### config.mk
export PLATFORM = sky130hd
export DESIGN_NAME = mpfm_pin_mux
export DESIGN_NICKNAME = d
export VERILOG_FILES = /design/src/mpfm_pkg.sv /design/src/mpfm_pin_mux.sv /design/src/mpfm_sync.sv
export SDC_FILE = /design/constraint.sdc
export NUM_CORES = 1
export LEC_CHECK = 0
export ABC_CLOCK_PERIOD_IN_PS = 1700
export BUFFER_PORTS_ARGS = -buffer_cell sky130_fd_sc_hd__buf_2
export CORE_MARGIN = 8
export CORE_UTILIZATION = 43
export CTS_BUF_LIST = sky130_fd_sc_hd__clkbuf_16
export DETAILED_ROUTE_END_ITERATION = 6
export HOLD_SLACK_MARGIN = 0.02
export MAX_ROUTING_LAYER = met4
export PLACE_DENSITY = 0.79
export SYNTH_ARGS = -nofsm -noshare
export SYNTH_HDL_FRONTEND = slang
export SYNTH_HIERARCHICAL = 1
export SYNTH_SLANG_ARGS = --single-unit
export TNS_END_PERCENT = 5
### constraint.sdc
create_clock -name sys_clk -period 1.7 [get_ports sys_clk]
set_clock_uncertainty 0.2 [all_clocks]
set_input_delay 0.34 -clock sys_clk [delete_from_list [all_inputs] [get_ports sys_clk]]
set_output_delay 0.34 -clock sys_clk [all_outputs]
set_load 0.01 [all_outputs]
### src/mpfm_pkg.sv
`default_nettype none
package mpfm_pkg;
  // ==========================================================================
  // Operating modes
  typedef enum logic [1:0] {
    MPFM_SINGLE_CHIP,
    MPFM_EXPANDED,
    MPFM_BOOTSTRAP,
    MPFM_TEST
  } mpfm_mode_e;
  // ==========================================================================
  // Latched mode bit positions and reset values
  localparam int MODE_A_LATCH_POS = 0;
  localparam int SPECIAL_MODE_POS = 1;
  localparam logic [1:0] MODE_BITS_RESET = 2'h0;
  // ==========================================================================
  // Port widths and pin positions
  localparam int PORT_WIDTH = 8;
  localparam int PD_RX_POS = 0;
  localparam int PD_TX_POS = 1;
  localparam int PD_MISO_POS = 2;
  localparam int PD_MOSI_POS = 3;
  localparam int PD_SCK_POS = 4;
  localparam int PD_SS_POS = 5;
  localparam int PD_STROBE_POS = 6;
  localparam int PD_RW_POS = 7;
  localparam int PA_BIDIR_MASK = 8'h88;
  localparam int PA_OUT_MASK = 8'h70;
  localparam int PA_IN_MASK = 8'h07;
  localparam logic [7:0] RESET_OE_B = 8'hff;
  localparam logic [7:0] RESET_DATA = 8'h00;
endpackage
`default_nettype wire

### src/mpfm_pin_mux.sv
// Function
// - Sample two mode pins at reset release; hold one of four modes.
// - Mode bits are special flag and select A; encodes four modes.
// - Mode bits captured at reset rise; software may rewrite them.
// - Fetch indicator open-drain low for first cycle of each instruction.
// - Single-chip and bootstrap: read/write pin is port D bit 7.
// - Expanded and test: read/write pin shows bus transfer direction.
// - Single-chip and bootstrap: strobe pin is port D bit 6.
// - Expanded and test: address strobe separates low address from data.
// - Thirty-two lines in four 8-bit ports; B, C, D bidirectional.
// - Port A: two bidirectional, three input-only, three output-only lines.
// - Ports B, C and D6, D7 are general I/O only in single-chip/bootstrap.
// - Expanded and test: port B bits carry address bits 8 to 15.
// - Expanded and test: port C carries low address then data.
// - Port A alternates with captures, compares and pulse accumulator.
// - Port D0 receive, D2 MISO, D3 MOSI in every mode.
// - Unbonded compare pins still run as internal timers.
`timescale 1ns/100ps
`default_nettype none
module mpfm_pin_mux import mpfm_pkg::*; #(
  parameter int W = PORT_WIDTH
) (
  input wire logic sys_clk,              // E clock
  input wire logic rst_b,                // Chip reset, active low
  input wire logic mode_select_a,        // Mode pin A
  input wire logic mode_select_b,        // Mode pin B
  input wire logic mode_wr,              // Software mode bits write strobe
  input wire logic [1:0] mode_wdata,     // {special, A} new mode bits
  output logic special_mode_bit,         // Latched special flag
  output logic mode_a_latch_bit,         // Latched A bit
  input wire logic instr_first_cycle,    // CPU first cycle of instruction
  output logic instr_fetch_strobe_n,     // Fetch indicator level
  output logic instr_fetch_oe_b,         // Fetch indicator enable, low drives
  input wire logic [15:0] bus_addr,      // CPU bus address
  input wire logic [W-1:0] bus_wdata,    // CPU write data
  input wire logic bus_read,             // Transfer is a read
  input wire logic bus_addr_phase,       // Address phase of bus cycle
  output logic [W-1:0] bus_rdata,        // External read data
  input wire logic [W-1:0] port_a_gpio_out, // Port A GPIO data
  input wire logic [W-1:0] port_a_gpio_dir, // Port A GPIO direction, 1 out
  input wire logic [W-1:0] port_b_gpio_out, // Port B GPIO data
  input wire logic [W-1:0] port_b_gpio_dir, // Port B direction
  input wire logic [W-1:0] port_c_gpio_out, // Port C GPIO data
  input wire logic [W-1:0] port_c_gpio_dir, // Port C direction
  input wire logic [W-1:0] port_d_gpio_out, // Port D GPIO data
  input wire logic [W-1:0] port_d_gpio_dir, // Port D direction
  input wire logic [5:1] compare_out,    // Compare outputs 1 to 5
  input wire logic [4:0] compare_1_en,   // Compare 1 drive on port A3..A7
  input wire logic [3:0] compare_pin_en, // Compares 5,4,3,2 pin enables
  input wire logic capture_4_select,     // Port A3 is capture 4
  input wire logic serial_tx,            // Serial transmit data
  input wire logic serial_tx_en,         // Transmitter enabled
  input wire logic spi_mosi_out,         // SPI master out
  input wire logic spi_miso_out,         // SPI slave out
  input wire logic spi_sck_out,          // SPI clock out
  input wire logic spi_en,               // SPI enabled
  input wire logic spi_master,           // SPI is master
  input wire logic [W-1:0] port_a_in,    // Port A pin level
  input wire logic [W-1:0] port_b_in,    // Port B pin level
  input wire logic [W-1:0] port_c_in,    // Port C pin level
  input wire logic [W-1:0] port_d_in,    // Port D pin level
  output logic [W-1:0] port_a_lines,     // Port A drive
  output logic [W-1:0] port_a_oe_b,      // Port A enable, low drives
  output logic [W-1:0] port_b_lines,     // Port B drive
  output logic [W-1:0] port_b_oe_b,      // Port B enable, low drives
  output logic [W-1:0] port_c_lines,     // Port C drive
  output logic [W-1:0] port_c_oe_b,      // Port C enable, low drives
  output logic [W-1:0] port_d_lines,     // Port D drive
  output logic [W-1:0] port_d_oe_b,      // Port D enable, low drives
  output logic [W-1:0] port_a_sync,      // Synced port A levels
  output logic [W-1:0] port_b_sync,      // Synced port B levels
  output logic [W-1:0] port_c_sync,      // Synced port C levels
  output logic [W-1:0] port_d_sync,      // Synced port D levels
  output logic [2:0] capture_in,         // Captures 3,2,1 from A0..A2
  output logic capture_in_4,             // Capture 4 from A3
  output logic pulse_accum_in,           // Pulse accumulator from A7
  output logic serial_rx,                // Serial receive from D0
  output logic spi_miso_in,              // MISO from D2
  output logic spi_mosi_in,              // MOSI from D3
  output logic spi_sck_in,               // SPI clock from D4
  output logic spi_ss_in                 // Slave select from D5
);
  // ==========================================================================
  // Input synchronisers
  logic [4*W+1:0] syncOut;
  logic modeASync;
  logic modeBSync;
  logic [W-1:0] paSync;
  logic [W-1:0] pbSync;
  logic [W-1:0] pcSync;
  logic [W-1:0] pdSync;

  mpfm_sync #(.WIDTH(4*W+2)) u_sync (
    .sys_clk(sys_clk),
    .rst_b(rst_b),
    .din({mode_select_b, mode_select_a, port_d_in, port_c_in, port_b_in, port_a_in}),
    .dout(syncOut)
  );
  assign paSync = syncOut[W-1:0];
  assign pbSync = syncOut[2*W-1:W];
  assign pcSync = syncOut[3*W-1:2*W];
  assign pdSync = syncOut[4*W-1:3*W];
  assign modeASync = syncOut[4*W];
  assign modeBSync = syncOut[4*W+1];

  // ==========================================================================
  // Mode latch
  logic resetDone;
  logic [1:0] modeBits;
  logic [1:0] next_modeBits;
  mpfm_mode_e mode;
  wire expandedBus;

  // Capture on the first edge after release, from synced pins
  assign next_modeBits = !resetDone ? {~modeBSync, modeASync} :
                         mode_wr ? mode_wdata : modeBits;
  always_ff @(posedge sys_clk or negedge rst_b) begin
    if (!rst_b) begin
      resetDone <= 1'b0;
      modeBits <= MODE_BITS_RESET;
    end else begin
      resetDone <= 1'b1;
      modeBits <= next_modeBits;
    end
  end
  always_comb begin
    case (modeBits)
      2'h0: mode = MPFM_SINGLE_CHIP;
      2'h1: mode = MPFM_EXPANDED;
      2'h2: mode = MPFM_BOOTSTRAP;
      default: mode = MPFM_TEST;
    endcase
  end
  assign expandedBus = (mode == MPFM_EXPANDED) || (mode == MPFM_TEST);
  assign special_mode_bit = modeBits[SPECIAL_MODE_POS];
  assign mode_a_latch_bit = modeBits[MODE_A_LATCH_POS];

  // ==========================================================================
  // Port A: A0..A2 inputs, A3 and A7 bidirectional, A4..A6 outputs
  wire [W-1:0] paAltOut;
  wire [W-1:0] paAltEn;
  wire [W-1:0] paDirOk;
  wire [W-1:0] next_paOut;
  wire [W-1:0] next_paOeB;

  assign paAltOut[2:0] = 3'h0;
  assign paAltEn[2:0] = 3'h0;
  assign paAltOut[3] = compare_1_en[0] ? compare_out[1] : compare_out[5];
  assign paAltEn[3] = compare_1_en[0] | (compare_pin_en[3] & ~capture_4_select);
  assign paAltOut[4] = compare_1_en[1] ? compare_out[1] : compare_out[4];
  assign paAltEn[4] = compare_1_en[1] | compare_pin_en[2];
  assign paAltOut[5] = compare_1_en[2] ? compare_out[1] : compare_out[3];
  assign paAltEn[5] = compare_1_en[2] | compare_pin_en[1];
  assign paAltOut[6] = compare_1_en[3] ? compare_out[1] : compare_out[2];
  assign paAltEn[6] = compare_1_en[3] | compare_pin_en[0];
  assign paAltOut[7] = compare_out[1];
  assign paAltEn[7] = compare_1_en[4];
  assign paDirOk = (port_a_gpio_dir & W'(PA_BIDIR_MASK)) | W'(PA_OUT_MASK);
  assign next_paOut = (paAltEn & paAltOut) | (~paAltEn & port_a_gpio_out);
  assign next_paOeB = ~((paAltEn | paDirOk) & ~W'(PA_IN_MASK));

  // ==========================================================================
  // Ports B and C: GPIO or expansion bus
  wire [W-1:0] next_pbOut;
  wire [W-1:0] next_pbOeB;
  wire [W-1:0] next_pcOut;
  wire [W-1:0] next_pcOeB;
  wire pcDrive;

  assign next_pbOut = expandedBus ? bus_addr[15:8] : port_b_gpio_out;
  assign next_pbOeB = expandedBus ? '0 : ~port_b_gpio_dir;
  assign pcDrive = bus_addr_phase | ~bus_read;
  assign next_pcOut = !expandedBus ? port_c_gpio_out :
                      bus_addr_phase ? bus_addr[7:0] : bus_wdata;
  assign next_pcOeB = expandedBus ? {W{~pcDrive}} : ~port_c_gpio_dir;

  // ==========================================================================
  // Port D: serial, SPI and bus control
  logic [W-1:0] pdAltOut;
  logic [W-1:0] pdAltEn;
  wire [W-1:0] next_pdOut;
  wire [W-1:0] next_pdOeB;

  always_comb begin
    pdAltOut = '0;
    pdAltEn = '0;
    pdAltOut[PD_TX_POS] = serial_tx;
    pdAltEn[PD_TX_POS] = serial_tx_en;
    pdAltOut[PD_MISO_POS] = spi_miso_out;
    pdAltEn[PD_MISO_POS] = spi_en & ~spi_master;
    pdAltOut[PD_MOSI_POS] = spi_mosi_out;
    pdAltEn[PD_MOSI_POS] = spi_en & spi_master;
    pdAltOut[PD_SCK_POS] = spi_sck_out;
    pdAltEn[PD_SCK_POS] = spi_en & spi_master;
    pdAltOut[PD_STROBE_POS] = bus_addr_phase;
    pdAltEn[PD_STROBE_POS] = expandedBus;
    pdAltOut[PD_RW_POS] = bus_read;
    pdAltEn[PD_RW_POS] = expandedBus;
  end
  assign next_pdOut = (pdAltEn & pdAltOut) | (~pdAltEn & port_d_gpio_out);
  assign next_pdOeB = ~(pdAltEn | port_d_gpio_dir);

  // ==========================================================================
  // Registered pin drives
  always_ff @(posedge sys_clk or negedge rst_b) begin
    if (!rst_b) begin
      port_a_lines <= RESET_DATA;
      port_a_oe_b <= RESET_OE_B;
      port_b_lines <= RESET_DATA;
      port_b_oe_b <= RESET_OE_B;
      port_c_lines <= RESET_DATA;
      port_c_oe_b <= RESET_OE_B;
      port_d_lines <= RESET_DATA;
      port_d_oe_b <= RESET_OE_B;
    end else begin
      port_a_lines <= next_paOut;
      port_a_oe_b <= next_paOeB;
      port_b_lines <= next_pbOut;
      port_b_oe_b <= next_pbOeB;
      port_c_lines <= next_pcOut;
      port_c_oe_b <= next_pcOeB;
      port_d_lines <= next_pdOut;
      port_d_oe_b <= next_pdOeB;
    end
  end

  // Fetch indicator: open drain, only driven low after reset completes
  always_ff @(posedge sys_clk or negedge rst_b) begin
    if (!rst_b) begin
      instr_fetch_strobe_n <= 1'b1;
      instr_fetch_oe_b <= 1'b1;
    end else begin
      instr_fetch_strobe_n <= ~(resetDone & instr_first_cycle);
      instr_fetch_oe_b <= ~(resetDone & instr_first_cycle);
    end
  end

  // ==========================================================================
  // Registered alternate inputs
  always_ff @(posedge sys_clk or negedge rst_b) begin
    if (!rst_b) begin
      port_a_sync <= '0;
      port_b_sync <= '0;
      port_c_sync <= '0;
      port_d_sync <= '0;
      bus_rdata <= '0;
      capture_in <= '0;
      capture_in_4 <= 1'b0;
      pulse_accum_in <= 1'b0;
      serial_rx <= 1'b1;
      spi_miso_in <= 1'b0;
      spi_mosi_in <= 1'b0;
      spi_sck_in <= 1'b0;
      spi_ss_in <= 1'b1;
    end else begin
      port_a_sync <= paSync;
      port_b_sync <= pbSync;
      port_c_sync <= pcSync;
      port_d_sync <= pdSync;
      bus_rdata <= pcSync;
      capture_in <= {paSync[0], paSync[1], paSync[2]};
      capture_in_4 <= paSync[3] & capture_4_select;
      pulse_accum_in <= paSync[7];
      serial_rx <= pdSync[PD_RX_POS];
      spi_miso_in <= pdSync[PD_MISO_POS];
      spi_mosi_in <= pdSync[PD_MOSI_POS];
      spi_sck_in <= pdSync[PD_SCK_POS];
      spi_ss_in <= pdSync[PD_SS_POS];
    end
  end
endmodule
`default_nettype wire

### src/mpfm_sync.sv
`timescale 1ns/100ps
`default_nettype none
module mpfm_sync import mpfm_pkg::*; #(
  parameter int WIDTH = 8
) (
  input wire logic sys_clk,          // System clock
  input wire logic rst_b,            // Active-low reset, not used by the stages
  input wire logic [WIDTH-1:0] din,  // Asynchronous input
  output logic [WIDTH-1:0] dout      // Synchronised output
);
  logic [WIDTH-1:0] stage1;

  // No reset: pins keep settling while reset is held, so mode capture sees them
  always_ff @(posedge sys_clk) begin
    stage1 <= din;
    dout <= stage1;
  end
endmodule
`default_nettype wire

Word-level counts from Yosys, hierarchy flattened. Index checks and enable logic that the tools add are counted.

Register bits after elaboration: 178. Bits of input ports: 152. Output and inout port bits: 118.

Muxes and demuxes: 12. Equality and inequality tests: 5. Bitwise logic cells: 30. Reductions and logical operators: 2.

Operators by type and width (number): NOT 8 bit (6); 2-to-1 mux 8 bit (5); AND 8 bit (4); bitwise OR 8 bit (4); NOT 1 bit (6); case mux 2 bit (3 select lines) (1); AND 1 bit (5); bitwise OR 1 bit (5); == test 2 x 1 -> 1 bit, second input constant (2); == test 2 bit, second input constant (2); 2-to-1 mux 1 bit (4); 2-to-1 mux 2 bit (2); logical NOT 2 bit (1); inequality test 2 bit, second input constant (1); logical OR 1 bit (1).

Longest topological paths before layout.
Word-level depth: 7. Gate-level depth with buffers: 4.

Cells and area by module. The synthesis kept the hierarchy.

By module, submodules not included: mpfm_pin_mux (seq. area each 2489.9 µm², area an instance 3316.9 µm², cells an instance 216, instances 1); mpfm_sync (seq. area each 1361.3 µm², area an instance 1361.3 µm², cells an instance 68, instances 1).

Worst setup path before layout. OpenSTA, ideal clock, no wires.

Path type: reg2reg. Start point: register modeBits[0]. End point: register port_b_lines[4]. Data arrival time: 0.967 ns. Setup time: 0.125 ns. Stages on the path, launching flop included: 4. Path buffers: 2. Data required time: 1.375 ns. Setup slack: 0.408 ns. Cell sequence: dfrtp_1 > buf_6 > buf_8 > mux2_4.

Cells in the longest elaborated chain, start to end: 5. Elaborated cells between the ends (all ways): 8. Those cells by class: 4 x eq/ne; 2 x mux; 2 x reduce/logical.

Ends and longest elaborated chain: from (decl) (RTL line mpfm_pin_mux.sv:109) `logic [1:0] modeBits;`; from (signal assigned) (RTL line mpfm_pin_mux.sv:123) `modeBits <= next_modeBits;`; == test 2 bit (tied with other cells) (RTL line mpfm_pin_mux.sv:127) `case (modeBits)`; case mux 2 bit (3 select lines) * (RTL line mpfm_pin_mux.sv:127); == test 2 x 1 -> 1 bit / == test 2 bit (equally long branches) (RTL line mpfm_pin_mux.sv:134) `assign expandedBus = (mode == MPFM_EXPANDED) || (mode == MPFM_TEST);`; logical OR 1 bit * (RTL line mpfm_pin_mux.sv:134); 2-to-1 mux 8 bit * (RTL line mpfm_pin_mux.sv:170) `assign next_pbOut = expandedBus ? bus_addr[15:8] : port_b_gpio_out;`; named net next_pbOut[4] (RTL line mpfm_pin_mux.sv:164) `wire [W-1:0] next_pbOut;`; to (signal assigned) (RTL line mpfm_pin_mux.sv:218) `port_b_lines <= next_pbOut;`; to (decl) (RTL line mpfm_pin_mux.sv:64) `output logic [W-1:0] port_b_lines,`.

The timed path passes the listed nets; every way through them passes the cells marked *. A chain may end at the register's enable or synchronous reset.

Final worst setup path.
Start point: input port port_d_gpio_out[1]. End point: register port_d_lines[1].

Cells in the longest elaborated chain, start to end: 2.

Ends and longest elaborated chain: from (decl) (RTL line mpfm_pin_mux.sv:45) `input wire logic [W-1:0] port_d_gpio_out,`; AND 8 bit (RTL line mpfm_pin_mux.sv:200) `assign next_pdOut = (pdAltEn & pdAltOut) | (~pdAltEn & port_d_gpio_out);`; bitwise OR 8 bit (RTL line mpfm_pin_mux.sv:200); named net next_pdOut[1] (RTL line mpfm_pin_mux.sv:181) `wire [W-1:0] next_pdOut;`; to (signal assigned) (RTL line mpfm_pin_mux.sv:222) `port_d_lines <= next_pdOut;`; to (decl) (RTL line mpfm_pin_mux.sv:68) `output logic [W-1:0] port_d_lines,`.

The timed path passes the listed nets, and every way through them passes these cells.

==> run summary <==
fin cells -> 815
switching share of power -> 23.87%
Final ANT Viol Nets -> 0
Tcrit/Tclk final -> 99.19%
vias -> 3571
Post-Synth Adder-Cell Area -> 0%
Sw Pwr -> 2.140 mW
Seq cells post-synth -> 166
type of origin of the critical path -> input pin
TritonCTS clock tree -> built
1st-pass router iterations -> 4
number of global-route vias before repair -> 4071
standby leakage power -> 3.868 nW
Seq pwr share -> 47.9%
die width -> 120.3 um
post-synthesis mux area share -> 6.847%
WL met3 -> 1105 um
H-tree Lvls -> 4
Final setup violation count -> 0
Post-Syn Instances -> 284
total CTS buffers -> 17
die area -> 14470 sq um
Routed Wire Length -> 13650 um
xor and xnor area share after synthesis -> 0%
largest family of logic cells by synthesized area -> multiplexers
cell taking the most area after synthesis -> dfrtp_1
CP required -> 1.80 ns
CTS Sinks -> 166
Mapped Area -> 4678 sq um
maxcap violations -> 0
Critical Path AT -> 1.78 ns
met1 wire length -> 4871 um
postcts setup bufs -> 0
Initial Utilization -> 43.54%
synth cell count leaders -> dfrtp_1 (68), dfxtp_1 (68), dfstp_2 (30)
hpwl dp -> 8860 um
RSZ-0062 raised after global routing -> no
Core Region -> 10750 sq um
met2 routed wirelength -> 7301 um
crit path kind -> input pin to flip-flop
# IOs -> 270
final global-route overflow total -> 0
drc violations -> 0
sequential cell area fraction in the yosys report -> 82.32%
min Tclk post-route -> 1.686 ns
final core utilization -> 72.55%
Slew Viols, Final -> 0
worst min path class -> input pin to flip-flop
final hold vios -> 0
WL/cell -> 16.75 um
first-iteration detailed-routing DRC count -> 174
layout cell share with drive strength beyond 1 -> 50.67%
largest net degree at the start of global routing -> 41
Syn. warnings -> 6
Post-synth EDFFs -> 0
area delta synth->final -> 66.65%
initial antenna violation count -> 0
Int Power -> 6.824 mW
Root Driver -> clkbuf_16
predominant post-synthesis flop cell -> dfxtp_1
Peak Freq -> 593.1 MHz
VDD IR max -> 0.8357 mV
critical path capture point type -> flip-flop
fill cell count -> 665
Area contributors post-synth -> dfrtp_1 (36%), dfxtp_1 (29%), dfstp_2 (17%), buf_4 (3.7%), mux2i_1 (3.0%)
total track usage -> 19.74%
IO Port Bufs -> 260
Unique masters post-synth -> 22
Die Height -> 120.3 um
setup_tns -> 0 ns
Crit Path Max Fanout -> 1
Mean Syn Cell Area -> 16.47 sq um
diodes inserted -> 0
share of power burned in combinational logic -> 10.7%
routability cong. -> 0.8281
Clock Latency Late Sink -> 0.41 ns
post-synthesis simple-gate area fraction -> 3.423%
Vias/cell -> 4.382
share of Yosys cell area claimed by the top area cell type -> 36.37%
status -> completed
Overall Power -> 8.964 mW
Max Used Layer -> met4
pwr dens -> 1150 nW/um^2
DP Cell Count -> 665
clk slew on worst S/H paths -> 0.06 ns
Async SR Flop Fraction -> 59.04%
post-synthesis compound-gate area fraction -> 2.541%
clock power share -> 41.4%
Min Hold Slack -> 0.00005185 ns
first-pass GRT wire length -> 21270 um
FP Rows -> 38
Post-layout nets -> 814
Clock Path Buffers -> 2
## registers in the layout, summed over array words and instances, names as in the netlist
register	flops
port_a_lines	8
port_b_sync	8
port_a_oe_b	3
u_sync/dout	34
port_d_oe_b	8
modeBits	2
port_b_lines	8
serial_rx	1
instr_fetch_oe_b	1
port_c_lines	8
capture_in_4	1
port_c_sync	8
port_c_oe_b	8
spi_ss_in	1
port_d_sync	8
port_d_lines	8
resetDone	1
u_sync/stage1	34
port_b_oe_b	8
port_a_sync	8
## kinds of logic after synthesis
kind of cell / Yosys count
AO/OA/AOI/OAI: 23
buffers and inverters: 30
flip-flops: 166
multiplexers: 29
other: 2
AND/OR/NAND/NOR: 34
## metal layers
| layer | vias to the layer above | track usage (%) |
|---|---|---|
| met5 | - | - |
| met1 | 1702 | 19.81 |
| met4 | 0 | 9.602 |
| met2 | 193 | 34.23 |
| met3 | 31 | 6.340 |
| li1 | 1645 | - |
## layout by cell type (no fill, tap or decap), drive strengths merged, types with 6 or more instances in the layout
master and count:
o21ai 11, nor2 22, clkbuf 17, buf 265
inv 12, dfxtp 68, a21oi 11, mux2 15
dfstp 30, nand2 6, dfrtp 68, mux2i 14
dlygate4sd3 115
## area by class of cell
| type | count | area (sq um) | share of cell area (%) |
|---|---|---|---|
| Sequential cell | 166 | 3851 | 49.40 |
| Timing Repair Buffer | 383 | 2555 | 32.77 |
| Multi-Input combinational cell | 91 | 618.1 | 7.928 |
| Clock buffer | 17 | 425.4 | 5.457 |
| Tap cell | 140 | 175.2 | 2.247 |
| Clock inverter | 15 | 160.2 | 2.054 |
| Inverter | 3 | 11.26 | 0.1444 |
## power by group through the flow
stage               clock network (mW)  logic (mW)  registers [mW]
global placement                     0       0.709            4.35
global route                      3.99        1.04            4.32
floorplan                            0       0.211            4.45
CTS                               3.80       0.948            4.29
finish                            3.71       0.961            4.29
detailed placement                   0       0.726            4.37
## final timing paths
check / from / to / slack [ns] / cells past startpoint
max in group asynchronous: rst_b / serial_rx / 0.55 / 3
setup / recovery: port_d_gpio_out[1] / port_d_lines[1] / 0.01 / 4
hold reg to reg: u_sync/dout[24] / serial_rx / 0.11 / 0
hold / removal: compare_1_en[4] / port_a_lines[7] / 0.00005 / 2
setup reg to reg: modeBits[0] / port_b_lines[2] / 0.31 / 2
min in group asynchronous: rst_b / port_c_sync[6] / 0.18 / 2
## metrics by stage
stage / worst slack, ns / cell area [sq um]
floorplan: 0.4077 / 4690
global route: 0.001036 / 7796
finish: 0.01380 / 7796
CTS: 0.02726 / 7799
global placement: 0.3425 / 6022
detailed placement: 0.2943 / 6022
## worst max-delay path: stages
cell and delay (ns):
dlygate4sd3_1 0.53, buf_2 0.12, mux2_2 0.25, dlygate4sd3_1 0.55
## repair_timing
| action | CTS | global route |
|---|---|---|
| endpoints found under the setup margin | 0 | 4 |
| endpoints found under the hold margin | 175 | 0 |
| hold buffers | 119 | 0 |
| gates resized for setup | 0 | 3 |
Power figures use the tool's default switching activity.
